==> src/rtl/trc_regs.svh <==
// Register addresses, field positions, reset values and timing counts of the reset and init control
`ifndef TRC_REGS_SVH
`define TRC_REGS_SVH

// Register word addresses in the shared register and RAM space
`define TRC_ADDR_MCFG1 13'h0000
`define TRC_ADDR_MSTAT 13'h0001

// Master configuration register one fields
`define TRC_MCFG1_RESET 16'h0000
`define TRC_MCFG1_MONITOR_ACTIVITY_INCLUDE 1
`define TRC_MCFG1_INH_A 2
`define TRC_MCFG1_INH_B 3
`define TRC_MCFG1_RT_EXT 4
`define TRC_MCFG1_RT_DIV_LO 5
`define TRC_MCFG1_MT_EXT 8
`define TRC_MCFG1_MT_DIV_LO 9

// Master status and reset register fields
`define TRC_MSTAT_SOFT_RST 0
`define TRC_MSTAT_TEST_FAIL 1
`define TRC_MSTAT_READY 2
`define TRC_MSTAT_TEST_BUSY 3
`define TRC_MSTAT_INIT_BUSY 4

// Last word address of each self-initialization span
`define TRC_FULL_LAST 13'h1fff
`define TRC_SHORT_LAST 13'h07ff

// Clock edges needed after master reset release
`define TRC_SETTLE_EDGES 2'd2

// Serial memory read header: command byte then 16-bit start address
`define TRC_EE_HEADER 24'h030000
`define TRC_EE_HDR_LAST 5'd23
`define TRC_EE_WORD_LAST 5'd15

// Seed mixed into the RAM test pattern
`define TRC_TEST_SEED 16'ha5a5

`endif

==> src/rtl/trc_pkg.sv <==
// Types shared by the reset and init control and its time tag counters
`default_nettype none
package trc_pkg;

  typedef enum logic [2:0] {
    TRC_HOLD,
    TRC_SETTLE,
    TRC_TEST_WR,
    TRC_TEST_RD,
    TRC_TEST_WAIT,
    TRC_TEST_CHK,
    TRC_INIT,
    TRC_RUN
  } trc_phase_t;

  // Host access request as seen by the block
  typedef struct packed {
    logic req;
    logic we;
    logic [12:0] addr;
    logic [15:0] wdata;
  } trc_host_req_t;

  // Access toward the internal RAM
  typedef struct packed {
    logic req;
    logic we;
    logic [12:0] addr;
    logic [15:0] wdata;
  } trc_mem_req_t;

endpackage
`default_nettype wire

==> src/rtl/trc_top.sv <==
// Reset sequencing, RAM test, serial self-init, host gating, inhibit, activity and time tags
`timescale 1ns/1ps
`default_nettype none
`include "trc_regs.svh"
// Functional notes
// - Reset completes two clock edges after release
// - Software reset via status register write
// - Inhibit bus transmit by pin or bit
// - Test whole RAM when skip pin low
// - Skip RAM test when pin high
// - Sample enable at release, copy serial memory
// - Low range select: span up to 0x1fff
// - High range select: span up to 0x07ff
// - Range select ignored without self-init enable
// - Ready low during init or test
// - Not ready: writes blocked, reads return status
// - Activity high while remote terminal busy
// - Monitor bit adds monitor activity to output
// - Separate remote and monitor tag counters
// - Remote counter internal or external clock
// - Monitor counter has own clock choice
// - Self-init reads over dedicated serial port
module trc_top
  import trc_pkg::*;
#(
  parameter logic [12:0] RAM_LAST = 13'h1fff,
  parameter logic [7:0] SPI_HALF = 8'h04
) (
  input wire logic clk,
  input wire logic sys_rst,
  input wire logic master_reset_n,
  input wire logic ram_test_skip,
  input wire logic self_init_enable,
  input wire logic short_init_range,
  input wire logic bus_a_tx_inhibit,
  input wire logic bus_b_tx_inhibit,
  input wire logic rt_tag_clock_in,
  input wire logic monitor_tag_clock_in,
  input wire logic rt_busy,
  input wire logic mt_busy,
  input wire trc_host_req_t host_in,
  output logic host_ack,
  output logic [15:0] host_rdata,
  output trc_mem_req_t mem_out,
  input wire logic [15:0] mem_rdata,
  output logic ready,
  output logic activity,
  output logic tx_inhibit_a,
  output logic tx_inhibit_b,
  output logic ee_cs_n,
  output logic ee_sck,
  output logic ee_mosi,
  input wire logic ee_miso,
  output logic [15:0] rt_tag_count,
  output logic [15:0] mt_tag_count
);

  // Synchroniser bit order
  localparam int S_MR = 0;
  localparam int S_SKIP = 1;
  localparam int S_AUTO = 2;
  localparam int S_SHORT = 3;
  localparam int S_INHA = 4;
  localparam int S_INHB = 5;
  localparam int S_MISO = 6;

  typedef struct packed {
    logic [6:0] s1;
    logic [6:0] s2;
    trc_phase_t phase;
    logic [1:0] settle;
    logic [12:0] addr;
    logic [12:0] last;
    logic auto_en;
    logic skip_test;
    logic test_fail;
    logic [15:0] mcfg1;
    logic cs_n;
    logic sck;
    logic mosi;
    logic [7:0] div;
    logic [4:0] bits;
    logic hdr;
    logic [23:0] hdr_sh;
    logic [15:0] word;
    trc_mem_req_t mem;
    logic p1;
    logic p2;
    logic p_local;
    logic [15:0] local_val;
    logic [15:0] rdata;
    logic ack;
    logic act;
    logic inh_a;
    logic inh_b;
  } trc_state_t;

  trc_state_t st_r;
  trc_state_t st_nxt;
  logic [15:0] status_word;
  logic [15:0] test_pat;
  logic [15:0] new_word;

  // Status view, also the only read answer while not ready
  always_comb begin
    status_word = 16'h0000;
    status_word[`TRC_MSTAT_TEST_FAIL] = st_r.test_fail;
    status_word[`TRC_MSTAT_READY] = (st_r.phase == TRC_RUN);
    status_word[`TRC_MSTAT_TEST_BUSY] = (st_r.phase == TRC_TEST_WR) || (st_r.phase == TRC_TEST_RD) ||
                                        (st_r.phase == TRC_TEST_WAIT) || (st_r.phase == TRC_TEST_CHK);
    status_word[`TRC_MSTAT_INIT_BUSY] = (st_r.phase == TRC_INIT) || (st_r.phase == TRC_SETTLE);
  end

  // Pattern depends on address so stuck address lines are caught
  assign test_pat = {3'b000, st_r.addr} ^ `TRC_TEST_SEED;
  assign new_word = {st_r.word[14:0], st_r.s2[S_MISO]};

  // Next state of the whole block
  always_comb begin
    st_nxt = st_r;
    st_nxt.mem.req = 1'b0;
    st_nxt.mem.we = 1'b0;
    st_nxt.ack = 1'b0;
    st_nxt.inh_a = st_r.s2[S_INHA] | st_r.mcfg1[`TRC_MCFG1_INH_A];
    st_nxt.inh_b = st_r.s2[S_INHB] | st_r.mcfg1[`TRC_MCFG1_INH_B];
    st_nxt.act = rt_busy | (st_r.mcfg1[`TRC_MCFG1_MONITOR_ACTIVITY_INCLUDE] & mt_busy);

    // Host answer pipeline: stage one waits for RAM, stage two returns data
    st_nxt.p2 = st_r.p1;
    st_nxt.p1 = 1'b0;
    if (st_r.p2) begin
      st_nxt.rdata = st_r.p_local ? st_r.local_val : mem_rdata;
      st_nxt.ack = 1'b1;
    end

    case (st_r.phase)
      TRC_HOLD: begin
        st_nxt.settle = 2'd0;
        if (st_r.s2[S_MR]) begin
          st_nxt.auto_en = st_r.s2[S_AUTO];
          st_nxt.skip_test = st_r.s2[S_SKIP];
          st_nxt.last = (st_r.s2[S_AUTO] && st_r.s2[S_SHORT]) ? `TRC_SHORT_LAST : `TRC_FULL_LAST;
          st_nxt.phase = TRC_SETTLE;
        end
      end
      TRC_SETTLE: begin
        if (st_r.settle == `TRC_SETTLE_EDGES - 2'd1) begin
          st_nxt.addr = 13'h0000;
          if (!st_r.skip_test) begin
            st_nxt.phase = TRC_TEST_WR;
          end else if (st_r.auto_en) begin
            st_nxt.phase = TRC_INIT;
          end else begin
            st_nxt.phase = TRC_RUN;
          end
        end else begin
          st_nxt.settle = st_r.settle + 2'd1;
        end
      end
      TRC_TEST_WR: begin
        st_nxt.mem.req = 1'b1;
        st_nxt.mem.we = 1'b1;
        st_nxt.mem.addr = st_r.addr;
        st_nxt.mem.wdata = test_pat;
        st_nxt.addr = st_r.addr + 13'h0001;
        if (st_r.addr == RAM_LAST) begin
          st_nxt.addr = 13'h0000;
          st_nxt.phase = TRC_TEST_RD;
        end
      end
      TRC_TEST_RD: begin
        st_nxt.mem.req = 1'b1;
        st_nxt.mem.addr = st_r.addr;
        st_nxt.phase = TRC_TEST_WAIT;
      end
      TRC_TEST_WAIT: begin
        st_nxt.phase = TRC_TEST_CHK;
      end
      TRC_TEST_CHK: begin
        // Failure is sticky; the sequence still runs to the end
        if (mem_rdata != test_pat) begin
          st_nxt.test_fail = 1'b1;
        end
        st_nxt.addr = st_r.addr + 13'h0001;
        st_nxt.phase = TRC_TEST_RD;
        if (st_r.addr == RAM_LAST) begin
          st_nxt.addr = 13'h0000;
          st_nxt.phase = st_r.auto_en ? TRC_INIT : TRC_RUN;
        end
      end
      TRC_INIT: begin
        // serial read, mode 0, header then words
        if (st_r.cs_n) begin
          st_nxt.cs_n = 1'b0;
          st_nxt.sck = 1'b0;
          st_nxt.mosi = 1'(`TRC_EE_HEADER >> `TRC_EE_HDR_LAST);
          st_nxt.hdr_sh = `TRC_EE_HEADER << 1;
          st_nxt.hdr = 1'b1;
          st_nxt.bits = 5'd0;
          st_nxt.div = SPI_HALF - 8'h01;
        end else if (st_r.div != 8'h00) begin
          st_nxt.div = st_r.div - 8'h01;
        end else begin
          st_nxt.div = SPI_HALF - 8'h01;
          st_nxt.sck = ~st_r.sck;
          if (!st_r.sck) begin
            st_nxt.bits = st_r.bits + 5'd1;
            if (st_r.hdr) begin
              if (st_r.bits == `TRC_EE_HDR_LAST) begin
                st_nxt.hdr = 1'b0;
                st_nxt.bits = 5'd0;
              end
            end else begin
              st_nxt.word = new_word;
              if (st_r.bits == `TRC_EE_WORD_LAST) begin
                st_nxt.bits = 5'd0;
                // words land in MCFG1 or RAM; the word at the status address is dropped
                if (st_r.addr == `TRC_ADDR_MCFG1) begin
                  st_nxt.mcfg1 = new_word;
                end else if (st_r.addr != `TRC_ADDR_MSTAT) begin
                  st_nxt.mem.req = 1'b1;
                  st_nxt.mem.we = 1'b1;
                  st_nxt.mem.addr = st_r.addr;
                  st_nxt.mem.wdata = new_word;
                end
                st_nxt.addr = st_r.addr + 13'h0001;
                if (st_r.addr == st_r.last) begin
                  st_nxt.cs_n = 1'b1;
                  st_nxt.sck = 1'b0;
                  st_nxt.phase = TRC_RUN;
                end
              end
            end
          end else begin
            st_nxt.mosi = st_r.hdr_sh[23];
            st_nxt.hdr_sh = {st_r.hdr_sh[22:0], 1'b0};
          end
        end
      end
      default: begin
      end
    endcase

    // Host access; one request at a time, ignored while an answer is pending
    if (host_in.req && !st_r.p1 && !st_r.p2) begin
      st_nxt.p1 = 1'b1;
      st_nxt.p_local = 1'b1;
      st_nxt.local_val = status_word;
      // not ready: no write, status read
      if (st_r.phase == TRC_RUN) begin
        if (host_in.addr == `TRC_ADDR_MCFG1) begin
          st_nxt.local_val = st_r.mcfg1;
          if (host_in.we) begin
            st_nxt.mcfg1 = host_in.wdata;
          end
        end else if (host_in.addr == `TRC_ADDR_MSTAT) begin
          if (host_in.we && host_in.wdata[`TRC_MSTAT_SOFT_RST]) begin
            st_nxt.phase = TRC_SETTLE;
            st_nxt.settle = 2'd0;
            st_nxt.mcfg1 = `TRC_MCFG1_RESET;
            st_nxt.test_fail = 1'b0;
          end
        end else begin
          st_nxt.p_local = 1'b0;
          st_nxt.mem.req = 1'b1;
          st_nxt.mem.we = host_in.we;
          st_nxt.mem.addr = host_in.addr;
          st_nxt.mem.wdata = host_in.wdata;
        end
      end
    end

    // Master reset pin low wipes all control state but the synchronisers back to hold; the tag counters keep counting
    if (!st_r.s2[S_MR]) begin
      st_nxt = '0;
      st_nxt.phase = TRC_HOLD;
      st_nxt.cs_n = 1'b1;
      st_nxt.mcfg1 = `TRC_MCFG1_RESET;
    end
    // Synchronisers keep sampling through master reset, so straps are current at release
    st_nxt.s1 = {ee_miso, bus_b_tx_inhibit, bus_a_tx_inhibit, short_init_range,
                 self_init_enable, ram_test_skip, master_reset_n};
    st_nxt.s2 = st_r.s1;
  end

  always_ff @(posedge clk) begin
    if (sys_rst) begin
      st_r <= '0;
      st_r.phase <= TRC_HOLD;
      st_r.cs_n <= 1'b1;
      st_r.mcfg1 <= `TRC_MCFG1_RESET;
    end else begin
      st_r <= st_nxt;
    end
  end

  assign ready = (st_r.phase == TRC_RUN);
  assign host_ack = st_r.ack;
  assign host_rdata = st_r.rdata;
  assign mem_out = st_r.mem;
  assign activity = st_r.act;
  assign tx_inhibit_a = st_r.inh_a;
  assign tx_inhibit_b = st_r.inh_b;
  assign ee_cs_n = st_r.cs_n;
  assign ee_sck = st_r.sck;
  assign ee_mosi = st_r.mosi;

  trc_tag_counter #(.WIDTH(16)) u_rt_tag (
    .clk(clk),
    .sys_rst(sys_rst),
    .ext_clk_in(rt_tag_clock_in),
    .use_ext(st_r.mcfg1[`TRC_MCFG1_RT_EXT]),
    .div_sel(st_r.mcfg1[`TRC_MCFG1_RT_DIV_LO +: 3]),
    .count(rt_tag_count)
  );

  trc_tag_counter #(.WIDTH(16)) u_mt_tag (
    .clk(clk),
    .sys_rst(sys_rst),
    .ext_clk_in(monitor_tag_clock_in),
    .use_ext(st_r.mcfg1[`TRC_MCFG1_MT_EXT]),
    .div_sel(st_r.mcfg1[`TRC_MCFG1_MT_DIV_LO +: 3]),
    .count(mt_tag_count)
  );

endmodule
`default_nettype wire

==> src/rtl/trc_tag_counter.sv <==
// Time tag counter with selectable internal rate or external tick input
`timescale 1ns/1ps
`default_nettype none
module trc_tag_counter
  import trc_pkg::*;
#(
  parameter int WIDTH = 16,
  parameter logic [15:0] BASE_DIV = 16'h0064
) (
  input wire logic clk,
  input wire logic sys_rst,
  input wire logic ext_clk_in,
  input wire logic use_ext,
  input wire logic [2:0] div_sel,
  output logic [WIDTH-1:0] count
);

  typedef struct packed {
    logic s1;
    logic s2;
    logic s3;
    logic [15:0] pre;
    logic [WIDTH-1:0] cnt;
  } trc_tag_state_t;

  trc_tag_state_t st_r;
  trc_tag_state_t st_nxt;
  logic [15:0] term;

  // Internal rate is the base rate halved per select step
  assign term = (BASE_DIV << div_sel) - 16'h0001;
  assign count = st_r.cnt;

  // Next state: pin synchroniser, prescaler and the counter itself
  always_comb begin
    st_nxt = st_r;
    st_nxt.s1 = ext_clk_in;
    st_nxt.s2 = st_r.s1;
    st_nxt.s3 = st_r.s2;
    if (use_ext) begin
      st_nxt.pre = 16'h0000;
      if (st_r.s2 && !st_r.s3) begin
        st_nxt.cnt = st_r.cnt + 1'b1;
      end
    end else if (st_r.pre >= term) begin
      st_nxt.pre = 16'h0000;
      st_nxt.cnt = st_r.cnt + 1'b1;
    end else begin
      st_nxt.pre = st_r.pre + 16'h0001;
    end
  end

  always_ff @(posedge clk) begin
    if (sys_rst) begin
      st_r <= '0;
    end else begin
      st_r <= st_nxt;
    end
  end

endmodule
`default_nettype wire

==> config.mk <==
export PLATFORM = sky130hd
export DESIGN_NAME = trc_top
export DESIGN_NICKNAME = d
export VERILOG_FILES = /design/src/rtl/trc_pkg.sv /design/src/rtl/trc_top.sv /design/src/rtl/trc_tag_counter.sv
export VERILOG_INCLUDE_DIRS = /design/src /design/src/rtl
export SDC_FILE = /design/constraint.sdc
export NUM_CORES = 1
export LEC_CHECK = 0
export ABC_AREA = 1
export BUFFER_PORTS_ARGS = -buffer_cell sky130_fd_sc_hd__buf_2
export CORE_MARGIN = 10
export CORE_UTILIZATION = 49
export DETAILED_ROUTE_END_ITERATION = 12
export PLACE_DENSITY_LB_ADDON = 0.05
export SKIP_CTS_REPAIR_TIMING = 1
export SLEW_MARGIN = 25
export SYNTH_ARGS = -nofsm -noshare
export SYNTH_HDL_FRONTEND = slang
export SYNTH_SLANG_ARGS = --single-unit
==> constraint.sdc <==
create_clock -name clk -period 7 [get_ports clk]
set_clock_uncertainty 0.1 [all_clocks]
set_input_delay 1.4 -clock clk [delete_from_list [all_inputs] [get_ports clk]]
set_output_delay 1.4 -clock clk [all_outputs]
set_load 0.05 [all_outputs]
* Word-level counts from Yosys, hierarchy flattened
Cells that the tools add are included.
** Word-level totals
- Bits in registers :: 261
- Input port bits :: 60
- Logic and storage cells :: 210
** Cells by class
- Add/sub/neg operators :: 10
- Order comparisons :: 2
- Eq/ne operators :: 25
- Shift-type cells :: 2
- Muxes and demuxes :: 86
- Bitwise operators :: 10
- Reductions and logical operators :: 34
** Operators by type and width (count)
- $mux 16 :: 12
- $mux 31 :: 6
- $mux 47 :: 3
- $mux 13 :: 8
- $mux 17 :: 5
- $mux 77 :: 1
- $mux 73 :: 1
- $add 16x1->16 const B :: 4
- $mux 18 :: 3
- $mux 6 :: 7
- $mux 41 :: 1
- $pmux 13 s3 :: 1
- $mux 5 :: 7
- $ge 16x16->1 :: 2
- $mux 32 :: 1
- $pmux 16 s2 :: 1
- $shl 7x3->16 const A :: 2
- $sub 16x1->16 const B :: 2
- $mux 3 :: 10
- $logic_not 13->1 :: 2
- $pmux 13 s2 :: 1
- $mux 24 :: 1
- $pmux 3 s7 :: 1
- $mux 19 :: 1
- 39 further kinds :: 86

* Longest topological paths before layout
- Depth after elaboration :: 17
- Depth in mapped cells :: 19
- Depth with buffers taken out :: 18

* Cells and area by module
Synthesis repeated with hierarchy kept, for this count alone.
** Second synthesis, totals
- Cells, all modules :: 1998
- Area total of the unflattened synthesis :: 13770.7 um^2
** Modules (own cells, without submodules)
- trc_top :: instances 1, cells each 1264, area an instance 8763.4 um^2, sequential area each 3563.4 um^2
- trc_tag_counter at u_rt_tag :: instances 1, cells each 366, area an instance 2507.4 um^2, sequential area each 700.7 um^2
- trc_tag_counter at u_mt_tag :: instances 1, cells each 368, area an instance 2499.9 um^2, sequential area each 700.7 um^2

* Worst setup path before layout
No wires, ideal clock.
- Path kind :: reg-to-reg
- From :: reg st_r[137] in the netlist's numbering
- To :: reg u_mt_tag.st_r (netlist bit u_mt_tag.count[11])
- Setup time :: 0.132 ns
- Arrival time :: 2.901 ns
- Data required time :: 6.768 ns
- Slack :: 3.866 ns
- Stages on the path, launching flop included :: 18
- Buffers on the path :: 1
- Period minus slack after synthesis :: 3.134 ns
- Cells stage by stage :: dfxtp_1 -> inv_1 -> ha_1 -> nor2_1 -> a21oi_1 -> nor3_1 -> o21ai_0 -> xnor2_1 -> ha_1 -> a21oi_1 -> o21ai_0 -> a21oi_1 -> nand2_1 -> nand2_1 -> nand2_1 -> buf_2 -> nand2_1 -> a21oi_1
** On the way
- Longest elaborated chain between the ends :: 5
** Ends and longest elaborated chain
- from (decl) :: RTL line trc_top.sv:98 : trc_state_t st_r;
- from (signal assigned) :: RTL line trc_top.sv:293 : st_r <= st_nxt;
- $shl 7x3->16 :: RTL line trc_tag_counter.sv:31 : assign term = (BASE_DIV << div_sel) - 16'h0001;
- $sub 16x1->16 :: RTL line trc_tag_counter.sv:31
- $ge 16x16->1 :: RTL line trc_tag_counter.sv:45 : end else if (st_r.pre >= term) begin
- $reduce_bool 2->1 (no source line)
- $reduce_and 2->1 (no source line)
- to (signal assigned) :: RTL line trc_tag_counter.sv:57 : st_r <= st_nxt;
- to (decl) :: RTL line trc_tag_counter.sv:26 : trc_tag_state_t st_r;
No other way between the ends.
A chain may end at the register's enable or synchronous reset.

* Worst setup path in the final report
- From :: reg st_r[137] in the netlist's numbering
- To :: reg u_mt_tag.st_r (netlist bit u_mt_tag.count[13])
The elaborated chain is that of the path after synthesis.

==> flow_summary.yaml <==
synthesis:
  ys_top_cells_by_area: "dfxtp_1 39%, nand2_1 11%, a21oi_1 7.5%"
  synth-seq-area-share_pct: 38.6
  yosysTopAreaCellShare_pct: 38.6
  synth.avg_cell_area_um2: 7.08
  synth_warnings: 0
  synth_cell_type_count: 46
  synth_edf_count: 0
  synth-seq-cells: 248
  synthFlopType: "dfxtp_1"
  syn_area_mm2: 0.0129
  syn_inst: 1817
  yosys.area.top_type: "dfxtp_1"
  async_flop_share_pct: 0
job:
  drv_cap: 0
pwr:
  power_mw: 3.00
  power_density_mw_per_mm2: 213
  ir_drop_uv: 227
  p_leak_nw: 5.94
finish:
  diodes: 0
  finalNonFillerCells: 2204
  fin_util_pct: 54.4
  nFillCells: 2610
  final_common_cell: "nand2_1"
  area_delta_synth_final_pct: 9.56
  layout_common_cells: "361 x nand2_1, 248 x dfxtp_1, 193 x a21oi_1, 183 x nor2_1, 163 x inv_1"
  drive_gt1_share_pct: 12.2
  fin_nets: 1953
  stdcell_area_mm2: 0.0141
cts:
  cts_max_level: 1
  clock_path_buffers: 3
  cts_root_buffer: "clkbuf_16"
  cts_buffers: 27
  clk_pin_slew_worst_paths_ns: 0.06
  clk_latency_ns: 0.54
  cts_tree: "yes"
  clock-sinks: 248
routing:
  first_iter_violations: 832
  num_vias: 11694
  drc: 0
  antenna_left: 0
  drt_first_pass_iters: 6
  via_per_inst: 5.31
  wl_per_cell_um: 15.8
  wirelength_um: 34800
outcome:
  status: "finished, final reports clean"
worst_setup_path:
  r2r_start: "st_r[137]$_SDFF_PP0_"
  crit_chain: "inv_1, ha_1, nor2_1, a21oi_1, nor3_1, o21ai_0, xnor2_1, ha_1, a21oi_1, o21ai_0, a21oi_1, nand2_1, nand2_1, nand2_1, nand2_1, a21oi_1"
  timing.reg2reg.setup_slack_ns: 2.76
  cp_slowest_stage_delay_ns: 0.50
  path_max_fanout: 17
  critPathKind: "reg -> reg"
  crit_required_ns: 7.29
  start_kind: "register"
  reg2reg_to: "u_mt_tag.count[13]$_SDFFE_PP0P_"
  crit_end: "u_mt_tag.count[13]$_SDFFE_PP0P_"
  cp-startpoint: "st_r[137]$_SDFF_PP0_"
  crit_path_end_kind: "register"
  worstRegToRegCells: 16
  arrival_ns: 4.53
  crit_slowest_cell: "nand2_1"
die:
  rows: 59
  die_h_um: 182
  core_mm2: 0.0259
  die_width_um: 182
  start_util_pct: 49.6
  dieArea_mm2: 0.0331
  ios: 147
placement:
  port_buffers: 146
  dpl.cell_count: 2154
  place_area_mm2: 0.0132
  dp_hpwl_um: 25400
  place.gp.congestion: 0.911
sta:
  finalSetupViolCount: 0
  drv_slew: 0
  max_slew_margin_pct: 34.9
  grt_setup_unrepaired: "false"
  final.period_utilization_pct: 60.6
  tightest_slew_ns: 0.974
  period_minus_slack_ns: 4.24
  tns_ns: 0
  finalHoldViolCount: 0
  fmax_mhz: 236
global_routing:
  antenna_found_initial: 0
  grt_max_degree: 82
  grt_pass1_wl_um: 56500
  grt_pass1_vias: 10988
  track_usage_pct: 20.1
  grt_overflow: 0
hold_path:
  min_path_type: "reg -> reg"
==> cells by family (layout without fill, tap and decap cells) <==
group / after synthesis / in the layout / share of synthesized area, %
compound gates: 346 / 346 / 14.3
xor+xnor: 56 / 56 / 3.81
fa+ha+maj: 45 / 45 / 4.38
buf+inv: 324 / 375 / 12.1
flops: 248 / 248 / 38.6
other cells: 2 / 3 / 0.0584
simple gates: 796 / 796 / 26.8
==> worst max-delay path, delay by kind of cell, from the launching register on <==
kind / cells / cell delay [ns]
AND/OR/NAND/NOR: 6 / 1.74
AO/OA/AOI/OAI: 6 / 0.86
adder cells (fa/ha/maj): 2 / 0.61
flip-flops: 1 / 0.48
XOR/XNOR: 1 / 0.16
buffers and inverters: 1 / 0.15
==> stage by stage <==
| step | worst slack [ns] | hold WS, ns |
|---|---|---|
| 4_1_cts | 2.75 | 0.301 |
| 3_5_place_dp | 2.78 | 0.295 |
| 5_1_grt | 2.14 | 0.327 |
| 3_3_place_gp | 2.81 | 0.293 |
| 6_report | 2.76 | 0.302 |
| 2_1_floorplan | 3.87 | 0.288 |
==> per-layer routing <==
| layer | vias to the layer above | track usage (%) | part of all wire [%] |
|---|---|---|---|
| met5 | - | 0 | 0 |
| met3 | 51 | 4.14 | 6.5 |
| li1 | 5957 | - | - |
| met2 | 311 | 33.5 | 46 |
| met4 | 0 | 4.85 | 2.1 |
| met1 | 5375 | 25.9 | 45 |
==> state kept, by name, indices dropped and copies added, names as in the netlist <==
name	cells
u_rt_tag.st_nxt	2
ee_mosi	1
st_r	101
mem_out	31
ee_sck	1
u_mt_tag.st_r	17
new_word	16
st_nxt	7
u_rt_tag.st_r	17
host_rdata	16
ee_cs_n	1
activity	1
tx_inhibit_b	1
u_rt_tag.count	16
u_mt_tag.st_nxt	2
host_ack	1
u_mt_tag.count	16
tx_inhibit_a	1
==> area by class of cell <==
| cell class | instances | area [um^2] | share of cell area (%) |
|---|---|---|---|
| clock inverters | 13 | 155 | 1.10 |
| repair buffers | 150 | 761 | 5.40 |
| multi-input cells | 1246 | 6360 | 45.2 |
| well taps | 335 | 419 | 2.97 |
| inverters | 175 | 657 | 4.66 |
| clock buffers | 37 | 773 | 5.49 |
| flip-flops and latches | 248 | 4960 | 35.2 |
==> worst min-delay path by stage <==
stage | from | to | depth (start not counted)
after floorplan | st_nxt[183]$_SDFF_PP0_ | new_word[0]$_SDFF_PP0_ | 2
after global placement | u_mt_tag.st_nxt[33]$_SDFF_PP0_ | u_mt_tag.st_nxt[32]$_SDFF_PP0_ | 2
after detailed placement | st_nxt[181]$_SDFF_PP0_ | st_r[181]$_SDFF_PP0_ | 2
after CTS | st_nxt[178]$_SDFF_PP0_ | st_r[178]$_SDFF_PP0_ | 2
after global routing | st_nxt[178]$_SDFF_PP0_ | st_r[178]$_SDFF_PP0_ | 2
final | st_nxt[181]$_SDFF_PP0_ | st_r[181]$_SDFF_PP0_ | 2
==> report_power, final <==
part / switching, mW / leakage [nW] / internal [mW]
combinational: 0.0604 / 3.48 / 0.0275
clock: 0.599 / 0.452 / 0.884
sequential: 0.00679 / 2.00 / 1.42
==> synth_stat cells, types with 4 or more instances <==
cell	count
nor2_1	183
nand4_1	32
buf_1	8
a22oi_1	14
inv_2	7
clkinv_1	5
buf_2	12
nor3_1	42
nor3b_1	6
a21oi_1	193
or2_2	12
a31oi_1	8
ha_1	45
nand3_1	138
clkbuf_1	45
dfxtp_1	248
o211ai_1	6
o21bai_1	4
xor2_1	39
nor4_1	6
o21ai_0	104
xnor2_1	17
nand2_1	362
inv_1	163
buf_4	81
(Power assumes the default switching activity.)
